==> src/rtl/board_glue_consts.vh <==
`ifndef BOARD_GLUE_CONSTS_VH
`define BOARD_GLUE_CONSTS_VH

// ****************************************
// address windows, first and last byte
// ****************************************
`define WIN_BRAM_LO   32'h00000000
`define WIN_BRAM_HI   32'h00001FFF
`define WIN_SDRAM_LO  32'h80000000
`define WIN_SDRAM_HI  32'h80FFFFFF
`define WIN_FLASH_LO  32'hFF000000
`define WIN_FLASH_HI  32'hFF7FFFFF
`define WIN_LAN_LO    32'hFFE00000
`define WIN_LAN_HI    32'hFFEFFFFF
`define WIN_TIMER_LO  32'hFFFF1000
`define WIN_TIMER_HI  32'hFFFF10FF
`define WIN_UART_LO   32'hFFFF2000
`define WIN_UART_HI   32'hFFFF20FF
`define WIN_INTC_LO   32'hFFFF3000
`define WIN_INTC_HI   32'hFFFF30FF
`define WIN_BOOT_LO   32'hFFFFA000
`define WIN_BOOT_HI   32'hFFFFA1FF
`define WIN_LED_LO    32'hFFFFA200
`define WIN_LED_HI    32'hFFFFA3FF

// ****************************************
// local port registers
// ****************************************
`define BOOT_PORT_ADDR  32'hFFFFA000
`define LED_PORT_ADDR   32'hFFFFA200
`define SOFT_RESET_KEY  32'h00000001
`define LED_RESET       1'h0
`define BOOT_BIT        0
`define PROG_BIT        1
`define LED_BIT         0

// ****************************************
// serial flash layout
// ****************************************
`define CFG_REGION_BYTES 32'h00100000

// ****************************************
// timing
// ****************************************
`define CLK_PERIOD_NS   100
`define RELOAD_NS       1000
`define DEVRST_NS       10000
`define RELOAD_CYC      ((`RELOAD_NS + `CLK_PERIOD_NS - 1) / `CLK_PERIOD_NS)
`define STRAP_CAPTURE   2'h2
`define STRAP_DONE      2'h3
`define DEVRST_CYC      ((`DEVRST_NS + `CLK_PERIOD_NS - 1) / `CLK_PERIOD_NS)

`endif

==> src/rtl/board_address_decode_and_reset.v <==
// The AHB-Lite slave port and the placing of the registers were decided locally.
`timescale 1ns/1ns
`include "board_glue_consts.vh"

// How it works
// - 0x00000000..0x00001FFF selects block RAM.
// - 0x80000000..0x80FFFFFF selects the SDRAM controller.
// - 0xFF000000..0xFF7FFFFF selects the serial flash controller.
// - 0xFFE00000..0xFFEFFFFF selects the LAN memory controller.
// - 0xFFFF1000..0xFFFF10FF selects the timer.
// - 0xFFFF2000..0xFFFF20FF selects the UART.
// - 0xFFFF3000..0xFFFF30FF selects the interrupt controller.
// - 0xFFFFA000..0xFFFFA1FF is the boot-mode and soft-reset port.
// - 0xFFFFA200..0xFFFFA3FF is the LED port.
// - unassigned addresses select no target at all.
// - writing 1 to the reset port reloads configuration (not when stalled), then resets devices.
// - configuration image lives in the first 1MB of flash.
// - boot jumper open means auto boot, shorted means loader; readable.
// - program jumper shorted at power-on stalls configuration.
// - user LED pin is driven low to light it.
module board_address_decode_and_reset
(
	input  wire        hclk,
	input  wire        hresetn,
	input  wire        hsel,
	input  wire [31:0] haddr,
	input  wire [1:0]  htrans,
	input  wire        hwrite,
	input  wire [2:0]  hsize,
	input  wire [31:0] hwdata,
	input  wire        hready,
	output reg         hreadyout_r,
	output reg  [31:0] hrdata_r,
	output reg         hresp_r,
	output reg  [6:0]  tgt_sel_r,
	output reg  [31:0] tgt_addr_r,
	output reg         tgt_write_r,
	output reg  [31:0] tgt_wdata_r,
	output reg         tgt_cfg_region_r,
	input  wire        ext_ready,
	input  wire [31:0] ext_rdata,
	input  wire        boot_mode_jumper,
	input  wire        flash_program_jumper,
	output reg         user_led_n_r,
	output reg         cfg_reload_n_r,
	output reg         dev_reset_n_r,
	output reg         cfg_stall_r
);

	// ****************************************
	// window table, index 0..6 external, 7..8 local
	// ****************************************
	localparam NWIN = 9;
	localparam [NWIN*32-1:0] WIN_LO = {
		`WIN_LED_LO, `WIN_BOOT_LO, `WIN_INTC_LO, `WIN_UART_LO, `WIN_TIMER_LO,
		`WIN_LAN_LO, `WIN_FLASH_LO, `WIN_SDRAM_LO, `WIN_BRAM_LO};
	localparam [NWIN*32-1:0] WIN_HI = {
		`WIN_LED_HI, `WIN_BOOT_HI, `WIN_INTC_HI, `WIN_UART_HI, `WIN_TIMER_HI,
		`WIN_LAN_HI, `WIN_FLASH_HI, `WIN_SDRAM_HI, `WIN_BRAM_HI};
	localparam W_FLASH = 2;
	localparam W_BOOT  = 7;
	localparam W_LED   = 8;

	// bus state, one-hot
	localparam [2:0] ST_IDLE = 3'h1;
	localparam [2:0] ST_WDAT = 3'h2;
	localparam [2:0] ST_EXT  = 3'h4;

	// soft reset sequence, one-hot
	localparam [2:0] RS_IDLE   = 3'h1;
	localparam [2:0] RS_RELOAD = 3'h2;
	localparam [2:0] RS_DEVRST = 3'h4;

	// cycle counts cut to the counter width on purpose
	localparam integer RELOAD_I   = `RELOAD_CYC;
	localparam integer DEVRST_I   = `DEVRST_CYC;
	localparam [7:0]   RELOAD_CNT = RELOAD_I[7:0];
	localparam [7:0]   DEVRST_CNT = DEVRST_I[7:0];

	wire [NWIN-1:0] hit;
	wire            accept;
	wire            ext_hit;

	reg  [2:0]  st_r;
	reg  [2:0]  st_nxt;
	reg  [NWIN-1:0] win_r;
	reg  [31:0] addr_r;
	reg         wr_r;
	reg         lwr_pend_r;
	reg         led_r;
	reg  [2:0]  rs_r;
	reg  [7:0]  rs_cnt_r;
	reg         boot_s1_r;
	reg         boot_s2_r;
	reg         prog_s1_r;
	reg         prog_s2_r;
	reg  [1:0]  strap_cnt_r;
	reg  [31:0] local_rd;

	// ****************************************
	// address decode
	// ****************************************
	// plain range compare per window; the reserved range has no entry,
	// so block RAM alone claims 0x1000..0x1FFF
	genvar gi;
	generate
		for (gi = 0; gi < NWIN; gi = gi + 1)
		begin : g_win
			assign hit[gi] = (haddr >= WIN_LO[gi*32 +: 32]) &&
			                 (haddr <= WIN_HI[gi*32 +: 32]);
		end
	endgenerate

	assign accept  = hsel && htrans[1] && hready;
	// no hit anywhere means no target: free space answers locally
	assign ext_hit = |hit[6:0];

	// ****************************************
	// pin synchronisers and power-on straps
	// ****************************************
	// jumpers are off-domain pins, two flops before use
	always @(posedge hclk or negedge hresetn)
	begin
		if (!hresetn)
		begin
			boot_s1_r <= 1'h0;
			boot_s2_r <= 1'h0;
			prog_s1_r <= 1'h0;
			prog_s2_r <= 1'h0;
		end
		else
		begin
			boot_s1_r <= boot_mode_jumper;
			boot_s2_r <= boot_s1_r;
			prog_s1_r <= flash_program_jumper;
			prog_s2_r <= prog_s1_r;
		end
	end

	// program jumper caught once, shorted reads low; taken on the third
	// edge after release, as earlier the flops still hold their reset level
	always @(posedge hclk or negedge hresetn)
	begin
		if (!hresetn)
		begin
			strap_cnt_r <= 2'h0;
			cfg_stall_r <= 1'h0;
		end
		else if (strap_cnt_r != `STRAP_DONE)
		begin
			strap_cnt_r <= strap_cnt_r + 2'h1;
			if (strap_cnt_r == `STRAP_CAPTURE)
				cfg_stall_r <= ~prog_s2_r;
		end
	end

	// ****************************************
	// local read data
	// ****************************************
	// boot level is the jumper's own level: 1 open (auto), 0 shorted (loader)
	always @*
	begin
		local_rd = 32'h00000000;
		if (hit[W_BOOT] && haddr == `BOOT_PORT_ADDR)
		begin
			local_rd[`BOOT_BIT] = boot_s2_r;
			local_rd[`PROG_BIT] = cfg_stall_r;
		end
		else if (hit[W_LED] && haddr == `LED_PORT_ADDR)
			local_rd[`LED_BIT] = led_r;
	end

	// ****************************************
	// bus state machine
	// ****************************************
	always @*
	begin
		st_nxt = st_r;
		case (st_r)
			ST_IDLE:
				if (accept && ext_hit)
					st_nxt = ST_WDAT;
			ST_WDAT:
				st_nxt = ST_EXT;
			ST_EXT:
				if (ext_ready)
					st_nxt = ST_IDLE;
			default:
				st_nxt = ST_IDLE;
		endcase
	end

	// external accesses stall the bus until the target answers;
	// local and free ones take no wait state
	always @(posedge hclk or negedge hresetn)
	begin
		if (!hresetn)
		begin
			st_r             <= ST_IDLE;
			hreadyout_r      <= 1'h1;
			hrdata_r         <= 32'h00000000;
			hresp_r          <= 1'h0;
			win_r            <= {NWIN{1'b0}};
			addr_r           <= 32'h00000000;
			wr_r             <= 1'h0;
			lwr_pend_r       <= 1'h0;
			tgt_sel_r        <= 7'h00;
			tgt_addr_r       <= 32'h00000000;
			tgt_write_r      <= 1'h0;
			tgt_wdata_r      <= 32'h00000000;
			tgt_cfg_region_r <= 1'h0;
		end
		else
		begin
			st_r       <= st_nxt;
			hresp_r    <= 1'h0;
			lwr_pend_r <= 1'h0;
			case (st_r)
				ST_IDLE:
					if (accept)
					begin
						win_r  <= hit;
						addr_r <= haddr;
						wr_r   <= hwrite;
						if (ext_hit)
							hreadyout_r <= 1'h0;
						else
						begin
							// local port or free space: local_rd on reads, writes left to the data phase
							hrdata_r   <= hwrite ? 32'h00000000 : local_rd;
							lwr_pend_r <= hwrite;
						end
					end
				ST_WDAT:
				begin
					tgt_sel_r   <= win_r[6:0];
					tgt_addr_r  <= addr_r;
					tgt_write_r <= wr_r;
					tgt_wdata_r <= hwdata;
					// offsets below 1MB in flash touch the configuration image
					tgt_cfg_region_r <= win_r[W_FLASH] &&
						(addr_r - `WIN_FLASH_LO) < `CFG_REGION_BYTES;
				end
				ST_EXT:
					if (ext_ready)
					begin
						hrdata_r         <= wr_r ? 32'h00000000 : ext_rdata;
						hreadyout_r      <= 1'h1;
						tgt_sel_r        <= 7'h00;
						tgt_write_r      <= 1'h0;
						tgt_cfg_region_r <= 1'h0;
					end
				default:
					hreadyout_r <= 1'h1;
			endcase
		end
	end

	// ****************************************
	// LED port
	// ****************************************
	// write applied in the data phase, when hwdata stands
	always @(posedge hclk or negedge hresetn)
	begin
		if (!hresetn)
		begin
			led_r        <= `LED_RESET;
			user_led_n_r <= 1'h1;
		end
		else
		begin
			if (lwr_pend_r && win_r[W_LED] && addr_r == `LED_PORT_ADDR)
				led_r <= hwdata[`LED_BIT];
			user_led_n_r <= ~led_r;
		end
	end

	// ****************************************
	// software reset sequence
	// ****************************************
	// reload pulse first, device reset after; the reload itself wipes
	// this logic in a real part, so the device reset leg only shows
	// when the fabric survives (e.g. reload held off by the strap)
	always @(posedge hclk or negedge hresetn)
	begin
		if (!hresetn)
		begin
			rs_r           <= RS_IDLE;
			rs_cnt_r       <= 8'h00;
			cfg_reload_n_r <= 1'h1;
			dev_reset_n_r  <= 1'h1;
		end
		else
		begin
			case (rs_r)
				RS_IDLE:
					// software is expected to be quiet on SDRAM and devices here
					if (lwr_pend_r && win_r[W_BOOT] && addr_r == `BOOT_PORT_ADDR &&
					    hwdata == `SOFT_RESET_KEY)
					begin
						rs_r           <= RS_RELOAD;
						rs_cnt_r       <= RELOAD_CNT - 8'h01;
						// stalled configuration: no reload is driven
						cfg_reload_n_r <= cfg_stall_r;
					end
				RS_RELOAD:
					if (rs_cnt_r == 8'h00)
					begin
						rs_r           <= RS_DEVRST;
						rs_cnt_r       <= DEVRST_CNT - 8'h01;
						cfg_reload_n_r <= 1'h1;
						dev_reset_n_r  <= 1'h0;
					end
					else
						rs_cnt_r <= rs_cnt_r - 8'h01;
				RS_DEVRST:
					if (rs_cnt_r == 8'h00)
					begin
						rs_r          <= RS_IDLE;
						dev_reset_n_r <= 1'h1;
					end
					else
						rs_cnt_r <= rs_cnt_r - 8'h01;
				default:
				begin
					rs_r           <= RS_IDLE;
					cfg_reload_n_r <= 1'h1;
					dev_reset_n_r  <= 1'h1;
				end
			endcase
		end
	end

endmodule

==> config.mk <==
export PLATFORM = sky130hd
export DESIGN_NAME = board_address_decode_and_reset
export DESIGN_NICKNAME = d
export VERILOG_FILES = /design/src/rtl/board_address_decode_and_reset.v
export VERILOG_INCLUDE_DIRS = /design/src /design/src/rtl
export SDC_FILE = /design/constraint.sdc
export NUM_CORES = 1
export LEC_CHECK = 0
export BUFFER_PORTS_ARGS = -buffer_cell sky130_fd_sc_hd__buf_2
export CAP_MARGIN = 10
export CORE_UTILIZATION = 56
export CTS_BUF_LIST = sky130_fd_sc_hd__clkbuf_16
export DETAILED_ROUTE_END_ITERATION = 10
export PLACE_DENSITY = 0.85
export SLEW_MARGIN = 20
export SYNTH_ARGS = -nofsm -noshare
export SYNTH_HDL_FRONTEND = slang
export SYNTH_SLANG_ARGS = --single-unit
==> constraint.sdc <==
create_clock -name hclk -period 4.9 [get_ports hclk]
set_input_delay 0.245 -clock hclk [delete_from_list [all_inputs] [get_ports hclk]]
set_output_delay 0.245 -clock hclk [all_outputs]
set_load 0.05 [all_outputs]
==> results by group, run 1 <==
CTS
  • Clk_lat worst skew: 0.42 ns
  • CTS HTree Levels: 4
  • Count of hold buffers inserted by post-cts repair: 3
  • Number of buffers created by CTS: 17
  • Clock transition at the register clock pins on the worst setup and hold paths after CTS: 0.06 ns
  • Clock net sink count: 174
  • Bufs on Longest Clock Path: 2
  • Post-CTS setup-driven buffer insertion count: 0
  • Master cell of the clock root buffer: sky130_fd_sc_hd__clkbuf_16
  • TritonCTS clock tree: yes
  • CTS resizes: 0

Worst setup path
  • Arrival time worst endpoint: 3.45 ns
  • Launch point of the worst reg-to-reg path: st_r[0]$_DFFE_PN1P_
  • Worst reg-to-reg setup slack: 1.79 ns
  • Critical path endpoint category: register
  • Crit Reg-Reg Endpoint: hrdata_r[27]$_DFFE_PN0P_
  • Dominant cell type by count on the critical path: sky130_fd_sc_hd__buf_4
  • Delay of the slowest critical-path stage: 0.85 ns
  • Dominant delay contributor by cell family on the critical path: compound AO/OA/AOI/OAI gates
  • Endpoint required time on the critical path: 5.23 ns
  • Worst R2R Path Depth: 7
  • Critical-path top delay cell: sky130_fd_sc_hd__o21ai_4
  • Critical path startpoint category: register
  • Worst-path cell chain: and4bb_1 > and3_1 > buf_4 > o2111ai_2 > o21ai_4 > buf_4 > mux2i_1
  • Largest fanout of any net on the critical path: 37
  • Number of buffers and inverters on the critical path: 2
  • Critical setup path kind: register to register

Yosys
  • EDFF count, synth: 0
  • Post-synthesis instance total: 690
  • Share of synthesized registers carrying an async set or reset: 100%
  • Distinct cells, synth: 60
  • Share of the synthesized area in the top cell type: 55.6%
  • Post-synthesis area per instance: 11.0 um^2
  • Primary FF master, synth: sky130_fd_sc_hd__dfrtp_1
  • Post-synth net total: 802
  • Synth area leader: sky130_fd_sc_hd__dfrtp_1
  • Total of flip-flops plus latches after synthesis: 174
  • Yosys warnings: 0
  • Synth top area cells: sky130_fd_sc_hd__dfrtp_1 (56%), sky130_fd_sc_hd__mux2_2 (10%), sky130_fd_sc_hd__nand2_1 (8.6%), sky130_fd_sc_hd__mux2i_1 (4.2%), sky130_fd_sc_hd__dfstp_2 (2.1%)
  • Register area share after synthesis: 57.6%
  • Mapped cell area: 7570 um^2

STA
  • Number of max-slew violations in the final report: 0
  • Shortest period the worst path allows: 3.11 ns
  • Peak clock frequency supported by timing: 0.321 GHz
  • Final hold violation count: 0
  • Sum Neg Setup Slack: 0 ns
  • Setup Viol. Count Final: 0
  • Setup repair after global routing missed its margin: false
  • Worst Skew: 0.00584 ns
  • Transition at the pin with the smallest max-transition slack: 1.07 ns
  • Rel. slew slack: 28.6%
  • Final critical-path share of the clock period: 63.5%

Floorplanning
  • Initial cell density of the core: 57.4%
  • Die Span X: 118 um
  • Top-level I/O count: 220
  • Standard cell core area: 13,200 um^2
  • Die area: 14,000 um^2
  • Height of the die: 118 um
  • Row cnt: 42

Layout
  • Number of standard cells in the final layout excluding fillers: 1,092
  • Final Core Density: 71.4%
  • Share of layout cells above drive strength 1: 36.6%
  • Nets: 1,015
  • Signed area change from the synthesized netlist to the final layout: 24.4%
  • Total of fill cells in the finished design: 960
  • Multi-input gate area: 2930 um^2
  • Count of antenna diodes in the layout: 0
  • Register Area: 4360 um^2

Placed design
  • Gp weighted congestion: 0.856
  • Port Buffers: 214
  • Number of cells after detailed placement: 1,057
  • Estimated wirelength of the detail-placed design: 12,900 um

Global routing
  • Aggregate global-route resource usage: 27.1%
  • Leftover overflow at the end of global routing: 0
  • Antenna violations before repair: 0
  • Via count of the first global-routing pass: 5,845
  • First-pass GRT wire length: 29,300 um
  • Largest net degree at the start of global routing: 96

Min path
  • Startpoint of the tightest hold check path: haddr[7]
  • Class of the most critical hold timing path: input pin to register
  • Endpoint of the worst hold path: addr_r[7]$_DFFE_PN0P_
  • Worst Hold Depth: 3

Drt
  • Number of design rule violations left after detail routing: 0
  • Drt wl/cell: 16.6 um
  • Post-Route WL: 18,100 um
  • Routed Antenna Nets: 0
  • Length of the first detailed-routing pass in iterations: 6
  • Number of vias after detailed routing: 5,917
  • Post-DR vias/cell: 5.42
  • Initial drt markers: 336

Run
  • Maximum capacitance violations: 0

Status
  • Result of the run: finished clean

Pwr
  • Power density over cell area: 332 nW/um^2
  • P_leak: 4.86 nW
  • Worst voltage drop across the vdd grid: 196 uV
## cells in the final DEF (no fill, tap or decap), drive strengths merged, types with 5 or more instances in the layout
cell type and instances:
nand4 10, mux2 68, dfrtp 168, nor3 9, o21ai 22, a21oi 11, clkbuf 17, nand2 173
nor2 23, dfstp 6, and3 5, nand3 12, clkinv 7, nor4 23, buf 220, inv 39
mux2i 32, nand2b 6
## where the power goes
part           internal (mW)  total [mW]  switching (mW)  leakage [nW]
sequential              1.49        1.54          0.0463          2.28
clock                  0.842        1.38           0.534         0.300
combinational         0.0744       0.210           0.136          2.28
## sequential cells by signal, indices dropped and copies added, names as in the netlist, 2 cells and up
signal       cells
addr_r          32
hrdata_r        32
tgt_addr_r      32
tgt_wdata_r     32
win_r            9
rs_cnt_r         8
tgt_sel_r        7
rs_r             3
st_r             3
strap_cnt_r      2
## Yosys cell counts (all sizes together) (3+ instances only)
master	count
a21oi	11
and3	5
buf	10
clkbuf	19
dfrtp	168
dfstp	6
ha	3
inv	37
mux2	68
mux2i	32
nand2	173
nand2b	6
nand3	12
nand4	10
nand4b	4
nor2	23
nor3	9
nor4	23
nor4b	4
nor4bb	3
o21ai	22
o31ai	4
or4	3
## cell families (layout without fill, tap and decap cells)
logic type	Yosys count	in the layout	share of synthesized area (%)
mux	100	100	14.4
other cells	1	1	0.0496
buf+inv	66	292	3.75
fa+ha+maj	3	3	0.496
compound gates	55	55	4.79
xor+xnor	3	3	0.347
flops	174	174	57.6
simple gates	288	288	18.5
## worst reg2reg max path: stages (launching register included)
cell                        delay [ns]
sky130_fd_sc_hd__dfstp_2          0.60
sky130_fd_sc_hd__and4bb_1         0.26
sky130_fd_sc_hd__and3_1           0.17
sky130_fd_sc_hd__buf_4            0.34
sky130_fd_sc_hd__o2111ai_2        0.21
sky130_fd_sc_hd__o21ai_4          0.85
sky130_fd_sc_hd__buf_4            0.36
sky130_fd_sc_hd__mux2i_1          0.23
## worst max-delay path by stage
stage / to / slack, ns / cells past startpoint / start
3_5_place_dp: hrdata_r[27]$_DFFE_PN0P_ / 1.77 / 7 / st_r[0]$_DFFE_PN1P_
5_1_grt: hrdata_r[27]$_DFFE_PN0P_ / 1.58 / 7 / st_r[0]$_DFFE_PN1P_
4_1_cts: hrdata_r[27]$_DFFE_PN0P_ / 1.74 / 7 / st_r[0]$_DFFE_PN1P_
3_3_place_gp: hrdata_r[6]$_DFFE_PN0P_ / 1.88 / 7 / st_r[0]$_DFFE_PN1P_
6_report: hrdata_r[27]$_DFFE_PN0P_ / 1.79 / 7 / st_r[0]$_DFFE_PN1P_
2_1_floorplan: hrdata_r[0]$_DFFE_PN0P_ / 3.04 / 6 / st_r[0]$_DFFE_PN1P_
## layout make-up
class / instances / share of cell area (%)
timing repair buffer: 223 / 12.2
tap: 176 / 2.34
clock inverter: 15 / 1.90
inverter: 37 / 1.48
multi-input combinational: 450 / 31.2
clock buffer: 17 / 4.52
sequential: 174 / 46.3
## per-layer routing
metal	global-route usage [%]	vias to the layer above	part of all wire (%)
met5	0	-	0
met4	11.4	0	2.5
met3	6.08	38	6.6
met2	44.4	239	49
met1	34.7	2855	42
li1	-	2785	-
## through the flow
stage	power [mW]	instance area, um^2	hold WS, ns	setup WS, ns
detailed placement	1.77	8780	0.336	1.77
global placement	1.76	8780	0.334	1.88
floorplan	1.65	7570	-0.0506	3.04
global route	3.24	9410	0.0350	1.58
CTS	3.14	9410	0.0193	1.74
finish	3.12	9410	0.0354	1.79
(Power assumes the default switching activity.)
==> run 2: changes to the inputs <==
--- a/config.mk
+++ b/config.mk
@@ -6,12 +6,13 @@
 export SDC_FILE = /design/constraint.sdc
 export NUM_CORES = 1
 export LEC_CHECK = 0
+export ABC_AREA = 1
 export BUFFER_PORTS_ARGS = -buffer_cell sky130_fd_sc_hd__buf_2
 export CAP_MARGIN = 10
-export CORE_UTILIZATION = 56
+export CORE_UTILIZATION = 53
 export CTS_BUF_LIST = sky130_fd_sc_hd__clkbuf_16
 export DETAILED_ROUTE_END_ITERATION = 10
-export PLACE_DENSITY = 0.85
+export PLACE_DENSITY = 0.8
 export SLEW_MARGIN = 20
 export SYNTH_ARGS = -nofsm -noshare
 export SYNTH_HDL_FRONTEND = slang
==> constraint.sdc (replaced) <==
create_clock -name hclk -period 3.05 [get_ports hclk]
set_input_delay 0.1525 -clock hclk [delete_from_list [all_inputs] [get_ports hclk]]
set_output_delay 0.1525 -clock hclk [all_outputs]
set_load 0.05 [all_outputs]
==> run 2 against run 1 <==
Compared with the run above:
- synthesized cell count is 42% higher
- clock skew increased by 0.0079 ns
- final area grew 12%
- sequential cell count stayed put
- critical path type is now input pin to register
==> results by group, run 2 <==
CTS
  • Clk_lat worst skew: 0.43 ns
  • TritonCTS clock tree: yes
  • CTS HTree Levels: 4
  • Master cell of the clock root buffer: sky130_fd_sc_hd__clkbuf_16
  • Clock net sink count: 174
  • Clock transition at the register clock pins on the worst setup and hold paths after CTS: 0.06 ns
  • Bufs on Longest Clock Path: 2
  • Number of buffers created by CTS: 17

Min path
  • Endpoint of the worst hold path: tgt_wdata_r[31]$_DFFE_PN0P_
  • Worst Hold Depth: 3
  • Class of the most critical hold timing path: input pin to register
  • Startpoint of the tightest hold check path: hwdata[31]

Drt
  • Routed Antenna Nets: 0
  • Drt wl/cell: 14.2 um
  • Initial drt markers: 400
  • Number of design rule violations left after detail routing: 0
  • Routed length on met3: 1140 um
  • Post-Route WL: 20,700 um
  • Met1 Wirelength: 9100 um
  • Post-DR vias/cell: 5.08
  • Length of the first detailed-routing pass in iterations: 6
  • Uppermost routed layer: met4
  • Met2 layer wire length in the routed design: 9780 um
  • Number of vias after detailed routing: 7,391

Worst setup path
  • Dominant delay contributor by cell family on the critical path: simple AND/OR/NAND/NOR gates
  • Endpoint required time on the critical path: 3.36 ns
  • Largest fanout of any net on the critical path: 33
  • Delay of the slowest critical-path stage: 0.54 ns
  • Critical-path top delay cell: sky130_fd_sc_hd__dlygate4sd3_1
  • Worst R2R Path Depth: 10
  • Critical path startpoint category: input pin
  • Launch point of the worst reg-to-reg path: rs_cnt_r[0]$_DFFE_PN0P_
  • Critical path endpoint category: register
  • Arrival time worst endpoint: 2.88 ns
  • Crit Reg-Reg Endpoint: rs_cnt_r[4]$_DFFE_PN0P_
  • Critical setup path kind: input pin to register
  • Number of buffers and inverters on the critical path: 4
  • Worst reg-to-reg setup slack: 0.90 ns
  • CP startpoint: haddr[25]
  • Worst-path cell chain: dlygate4sd3_1 > buf_2 > nand2_1 > nor2_4 > nand3_1 > nand2_1 > clkinv_1 > nand3_1 > nor2_2 > nand3_4 > nand2_4 > nand3_4 > buf_12 > nand2_4 > nand2_2

Yosys
  • Yosys warnings: 0
  • Count leader, synth: sky130_fd_sc_hd__nand2_1
  • Post-synthesis area per instance: 8.44 um^2
  • Share of synthesized registers carrying an async set or reset: 100%
  • Post-synthesis instance total: 983
  • Synth top area cells: sky130_fd_sc_hd__dfrtp_1 (51%), sky130_fd_sc_hd__nand2_1 (13%), sky130_fd_sc_hd__o21ai_0 (4.7%), sky130_fd_sc_hd__nand2_4 (4.2%), sky130_fd_sc_hd__inv_1 (3.9%)
  • Primary FF master, synth: sky130_fd_sc_hd__dfrtp_1
  • Total of flip-flops plus latches after synthesis: 174
  • Mapped cell area: 8290 um^2
  • Share of the synthesized area in the top cell type: 50.7%
  • Post-synth net total: 1,095
  • Synth area leader: sky130_fd_sc_hd__dfrtp_1
  • Register area share after synthesis: 52.6%
  • Post-synth top cells: sky130_fd_sc_hd__nand2_1 (296), sky130_fd_sc_hd__dfrtp_1 (168), sky130_fd_sc_hd__inv_1 (86)
  • Distinct cells, synth: 38
  • EDFF count, synth: 0

Global routing
  • Largest net degree at the start of global routing: 78
  • Antenna violations before repair: 0
  • Via count of the first global-routing pass: 7,044
  • Aggregate global-route resource usage: 26.5%
  • Leftover overflow at the end of global routing: 0
  • First-pass GRT wire length: 33,800 um

Placed design
  • Post-place instance area: 9550 um^2
  • Gp weighted congestion: 0.900
  • Estimated wirelength of the detail-placed design: 14,100 um
  • Port Buffers: 214
  • Number of cells after detailed placement: 1,378

STA
  • Setup repair after global routing missed its margin: false
  • Final critical-path share of the clock period: 84.1%
  • Transition at the pin with the smallest max-transition slack: 0.952 ns
  • Peak clock frequency supported by timing: 0.390 GHz
  • Rel. slew slack: 36.5%
  • Setup Viol. Count Final: 0
  • Sum Neg Setup Slack: 0 ns
  • Worst Skew: 0.0138 ns
  • Number of max-slew violations in the final report: 0
  • Final hold violation count: 0
  • Shortest period the worst path allows: 2.56 ns

Layout
  • Nets: 1,345
  • Total of fill cells in the finished design: 1,205
  • Commonest non-fill, non-tap cell in the layout: sky130_fd_sc_hd__nand2_1
  • Share of layout cells above drive strength 1: 27.7%
  • Number of standard cells in the final layout excluding fillers: 1,455
  • Count of antenna diodes in the layout: 0
  • Top library cells by usage in the layout, fill and taps aside: sky130_fd_sc_hd__nand2_1 (296), sky130_fd_sc_hd__buf_2 (213), sky130_fd_sc_hd__dfrtp_1 (168)
  • Post-Layout Inst Area: 10,600 um^2
  • Signed area change from the synthesized netlist to the final layout: 27.2%

Floorplanning
  • Initial cell density of the core: 54.4%
  • Row cnt: 45
  • Top-level I/O count: 220
  • Die area: 16,200 um^2
  • Height of the die: 127 um
  • Standard cell core area: 15,300 um^2
  • Die Span X: 127 um

Pwr
  • Worst voltage drop across the vdd grid: 417 uV
  • P_leak: 5.46 nW
  • Power density over cell area: 472 nW/um^2

Run
  • Maximum capacitance violations: 0

Status
  • Result of the run: finished clean
## run 2: cell types whose count changed after synthesis, moves of 8 or more
| cell | before | now |
|---|---|---|
| sky130_fd_sc_hd__nor2_1 | 23 | 82 |
| sky130_fd_sc_hd__o21ai_1 | 0 | 15 |
| sky130_fd_sc_hd__nand2_2 | 0 | 35 |
| sky130_fd_sc_hd__nand2_1 | 173 | 296 |
| sky130_fd_sc_hd__o21ai_0 | 21 | 78 |
| sky130_fd_sc_hd__mux2_2 | 67 | 0 |
| sky130_fd_sc_hd__inv_1 | 37 | 86 |
| sky130_fd_sc_hd__inv_2 | 0 | 8 |
| sky130_fd_sc_hd__nand3_1 | 12 | 33 |
| sky130_fd_sc_hd__nand2_4 | 0 | 31 |
| sky130_fd_sc_hd__nor4_1 | 21 | 6 |
| sky130_fd_sc_hd__nand4_1 | 9 | 47 |
| sky130_fd_sc_hd__clkbuf_1 | 19 | 30 |
| sky130_fd_sc_hd__mux2i_1 | 32 | 0 |
## run 2: per-stage QoR
stage	power (mW)	hold slack, ns	setup slack, ns	util (%)
final	4.99	0.0162	0.485	69.2
after global routing	5.18	0.0126	0.343	69.2
after CTS	5.01	0.000117	0.508	69.2
after detailed placement	2.99	0.227	0.602	62.6
after global placement	2.98	0.224	0.636	62.6
after floorplan	2.78	-0.143	1.31	-
## run 2: area by class of cell
type,instances,area (um^2),share of cell area [%]
Clock buffer,17,425,4.03
Sequential cell,174,4360,41.3
Clock inverter,13,104,0.984
Tap cell,211,264,2.50
Inverter,95,357,3.38
Multi-Input combinational cell,673,3370,32.0
Timing Repair Buffer,272,1670,15.8
## run 2: where the power goes
group | leakage, nW | total [mW] | internal, mW | switching [mW]
logic | 3.08 | 0.559 | 0.187 | 0.372
registers | 2.12 | 2.45 | 2.40 | 0.0449
clock network | 0.258 | 1.98 | 1.10 | 0.878
total | 5.46 | 4.99 | 3.69 | 1.29
## run 2: cells by family after synthesis
family | count (synthesis) | synth area share, %
xor+xnor | 7 | 0.739
buf+inv | 136 | 6.89
simple gates | 555 | 32.5
compound gates | 107 | 6.82
fa+ha+maj | 3 | 0.453
flops | 174 | 52.6
other cells | 1 | 0.0452
## run 2: how the worst max path moves through the flow
stage | endpoint | slack, ns | cells after the start
floorplan | rs_cnt_r[0]$_DFFE_PN0P_ | 1.31 | 10
global placement | hrdata_r[27]$_DFFE_PN0P_ | 0.64 | 14
detailed placement | hrdata_r[19]$_DFFE_PN0P_ | 0.60 | 14
CTS | hrdata_r[19]$_DFFE_PN0P_ | 0.51 | 15
global route | hrdata_r[12]$_DFFE_PN0P_ | 0.34 | 15
finish | hrdata_r[19]$_DFFE_PN0P_ | 0.49 | 15
## run 2: timing repair
item                                   in CTS  in global routing
hold buffers                               47                  0
buffers inserted                            0                  0
gates resized for setup                     0                  0
endpoints found under the hold margin     116                  0
## run 2: routing by layer
layer | GRT usage (%) | vias to the layer above
li1 | - | 3634
met1 | 34.3 | 3463
met2 | 43.1 | 249
met3 | 5.57 | 45
met4 | 12.3 | 0
met5 | 0 | -
## run 2: worst reg2reg max path: cells and delay by family (launching register included)
| family | cells | cell delay [ns] |
|---|---|---|
| adders and majority gates | 1 | 0.22 |
| AOI/OAI and AO/OA | 1 | 0.23 |
| buffers and inverters | 2 | 0.24 |
| DFF | 1 | 0.39 |
| and+or+nand+nor | 6 | 1.00 |
==> run 3: changes to the inputs <==
--- a/config.mk
+++ b/config.mk
@@ -6,13 +6,13 @@
 export SDC_FILE = /design/constraint.sdc
 export NUM_CORES = 1
 export LEC_CHECK = 0
-export ABC_AREA = 1
+export ABC_AREA = 0
 export BUFFER_PORTS_ARGS = -buffer_cell sky130_fd_sc_hd__buf_2
 export CAP_MARGIN = 10
-export CORE_UTILIZATION = 53
+export CORE_UTILIZATION = 47
 export CTS_BUF_LIST = sky130_fd_sc_hd__clkbuf_16
 export DETAILED_ROUTE_END_ITERATION = 10
-export PLACE_DENSITY = 0.8
+export PLACE_DENSITY = 0.76
 export SLEW_MARGIN = 20
 export SYNTH_ARGS = -nofsm -noshare
 export SYNTH_HDL_FRONTEND = slang
==> constraint.sdc (replaced) <==
create_clock -name hclk -period 2.1 [get_ports hclk]
set_input_delay 0.105 -clock hclk [delete_from_list [all_inputs] [get_ports hclk]]
set_output_delay 0.105 -clock hclk [all_outputs]
set_load 0.05 [all_outputs]
==> run 3 against run 2 <==
Compared with the run above:
- first-iteration DRC count down 2.5%
- largest cell class unchanged
- critical path depth down 9
- power up 47%
- combinational power up 19%
- critical endpoint is now rs_cnt_r[7]$_DFFE_PN0P_
- sequential cell count unchanged
==> results by group, run 3 (synthesis gave the netlist of run 1 again) <==
Layout
  • Multi-input gate area: 2960 um^2
  • Register Area: 4360 um^2
  • Top library cells by usage in the layout, fill and taps aside: sky130_fd_sc_hd__buf_2 (213), sky130_fd_sc_hd__nand2_1 (173), sky130_fd_sc_hd__dfrtp_1 (168)
  • Number of standard cells in the final layout excluding fillers: 1,240
  • Commonest non-fill, non-tap cell in the layout: sky130_fd_sc_hd__buf_2
  • Signed area change from the synthesized netlist to the final layout: 39.8%
  • Share of layout cells above drive strength 1: 34.3%
  • Nets: 1,122
  • Total of fill cells in the finished design: 1,162

STA
  • Number of max-slew violations in the final report: 0
  • Final critical-path share of the clock period: 96.8%
  • Setup repair after global routing missed its margin: false
  • Transition at the pin with the smallest max-transition slack: 0.480 ns
  • Rel. slew slack: 67.6%
  • Peak clock frequency supported by timing: 0.492 GHz
  • Worst Skew: 0.00849 ns
  • Final hold violation count: 0
  • Shortest period the worst path allows: 2.03 ns
  • Setup Viol. Count Final: 0
  • Smallest hold slack: 0.0260 ns
  • Sum Neg Setup Slack: 0 ns

Placed design
  • Number of cells after detailed placement: 1,107
  • Port Buffers: 214
  • Estimated wirelength of the detail-placed design: 13,300 um
  • Gp weighted congestion: 0.830

Global routing
  • First-pass GRT wire length: 33,400 um
  • Aggregate global-route resource usage: 26.4%
  • Leftover overflow at the end of global routing: 0
  • Via count of the first global-routing pass: 6,643
  • Largest net degree at the start of global routing: 69
  • Antenna violations before repair: 2

Pwr
  • Worst voltage drop across the vdd grid: 549 uV
  • Switching part of the total: 24.5%
  • Combinational power share: 9.1%
  • Proportion of power drawn by the clock network: 42.0%
  • Internal power contribution: 5.53 mW
  • Net switching power figure: 1.79 mW
  • Sequential share of power: 48.9%
  • P_leak: 5.34 nW
  • Power density over cell area: 692 nW/um^2

Worst setup path
  • Critical path endpoint category: register
  • Endpoint required time on the critical path: 2.39 ns
  • Critical setup path kind: register to register
  • Launch point of the worst reg-to-reg path: addr_r[8]$_DFFE_PN0P_
  • Largest fanout of any net on the critical path: 9
  • Arrival time worst endpoint: 2.33 ns
  • Critical path startpoint category: register
  • CP startpoint: addr_r[8]$_DFFE_PN0P_

Floorplanning
  • Initial cell density of the core: 47.8%
  • Standard cell core area: 15,800 um^2
  • Row cnt: 46
  • Die area: 16,600 um^2
  • Height of the die: 129 um
  • Die Span X: 129 um
  • Top-level I/O count: 220

Drt
  • Post-Route WL: 20,800 um
  • Routed Antenna Nets: 0
  • Number of vias after detailed routing: 6,472
  • Post-DR vias/cell: 5.22
  • Length of the first detailed-routing pass in iterations: 5
  • Initial drt markers: 390
  • Number of design rule violations left after detail routing: 0
  • Drt wl/cell: 16.7 um

Status
  • Result of the run: finished clean

CTS
  • Master cell of the clock root buffer: sky130_fd_sc_hd__clkbuf_16
  • TritonCTS clock tree: yes
  • Clk_lat worst skew: 0.42 ns
  • Number of buffers created by CTS: 17
  • CTS HTree Levels: 4
  • Bufs on Longest Clock Path: 2
  • Clock transition at the register clock pins on the worst setup and hold paths after CTS: 0.06 ns
  • Clock net sink count: 174

Run
  • Maximum capacitance violations: 0

Min path
  • Startpoint of the tightest hold check path: ext_rdata[1]
  • Class of the most critical hold timing path: input pin to register
==> run 3: path summary, 6_finish.rpt <==
check                      cells past startpoint                         to  slack (ns)
setup / recovery                               6    rs_cnt_r[7]$_DFFE_PN0P_        0.07
hold / removal                                 4    hrdata_r[1]$_DFFE_PN0P_        0.03
setup reg to reg                               6    rs_cnt_r[7]$_DFFE_PN0P_        0.07
hold reg to reg                                0        prog_s2_r$_DFF_PN0_        0.35
max in group asynchronous                      3  dev_reset_n_r$_DFFE_PN1P_        1.19
min in group asynchronous                      2        st_r[2]$_DFFE_PN0P_        0.17
==> run 3: final cells by class <==
class	count	share of cell area [%]
well taps	216	2.55
multi-input cells	450	27.9
flip-flops and latches	174	41.2
clock inverters	14	1.35
inverters	37	1.31
repair buffers	330	21.6
clock buffers	17	4.02
diodes	2	0.0473
==> run 3: metal layers <==
layer / global-route usage (%) / part of all wire [%] / up-vias
met4: 13.1 / 3.7 / 0
met3: 5.41 / 6.0 / 56
li1: - / - / 3024
met2: 44.5 / 50 / 239
met1: 32.3 / 41 / 3153
met5: 0 / 0 / -
==> run 3: power by group through the flow <==
stage	Clock, mW	Sequential, mW	Combinational, mW
floorplan	0	3.66	0.177
CTS	3.12	3.58	0.652
global placement	0	3.63	0.497
detailed placement	0	3.64	0.509
global route	3.25	3.60	0.733
finish	3.08	3.58	0.666
==> run 3: stage by stage <==
step	setup WS [ns]	cell area, um^2	total power, mW	util, %
detailed placement	0.0246	8980	4.15	56.7
finish	0.0674	10600	7.32	66.9
global placement	0.0607	8980	4.13	56.7
floorplan	0.242	7570	3.84	-
CTS	0.0120	10500	7.35	66.6
global route	0.00318	10600	7.58	66.9
==> run 3: repair_timing <==
action                     CTS  global route
pin swaps                    1             4
hold buffers                98             0
hold endpoints to repair   141             0
setup endpoints to repair    2            41
buffers inserted             1             1
cloned                       0             0
gates resized for setup      0             5
==> run 3: critical path, stage by stage (launching register included) <==
cell	delay, ns
sky130_fd_sc_hd__dfrtp_1	0.39
sky130_fd_sc_hd__or4_4	0.56
sky130_fd_sc_hd__nor4_4	0.34
sky130_fd_sc_hd__nand4_2	0.19
sky130_fd_sc_hd__nor3_4	0.18
sky130_fd_sc_hd__buf_12	0.14
sky130_fd_sc_hd__o211ai_1	0.09
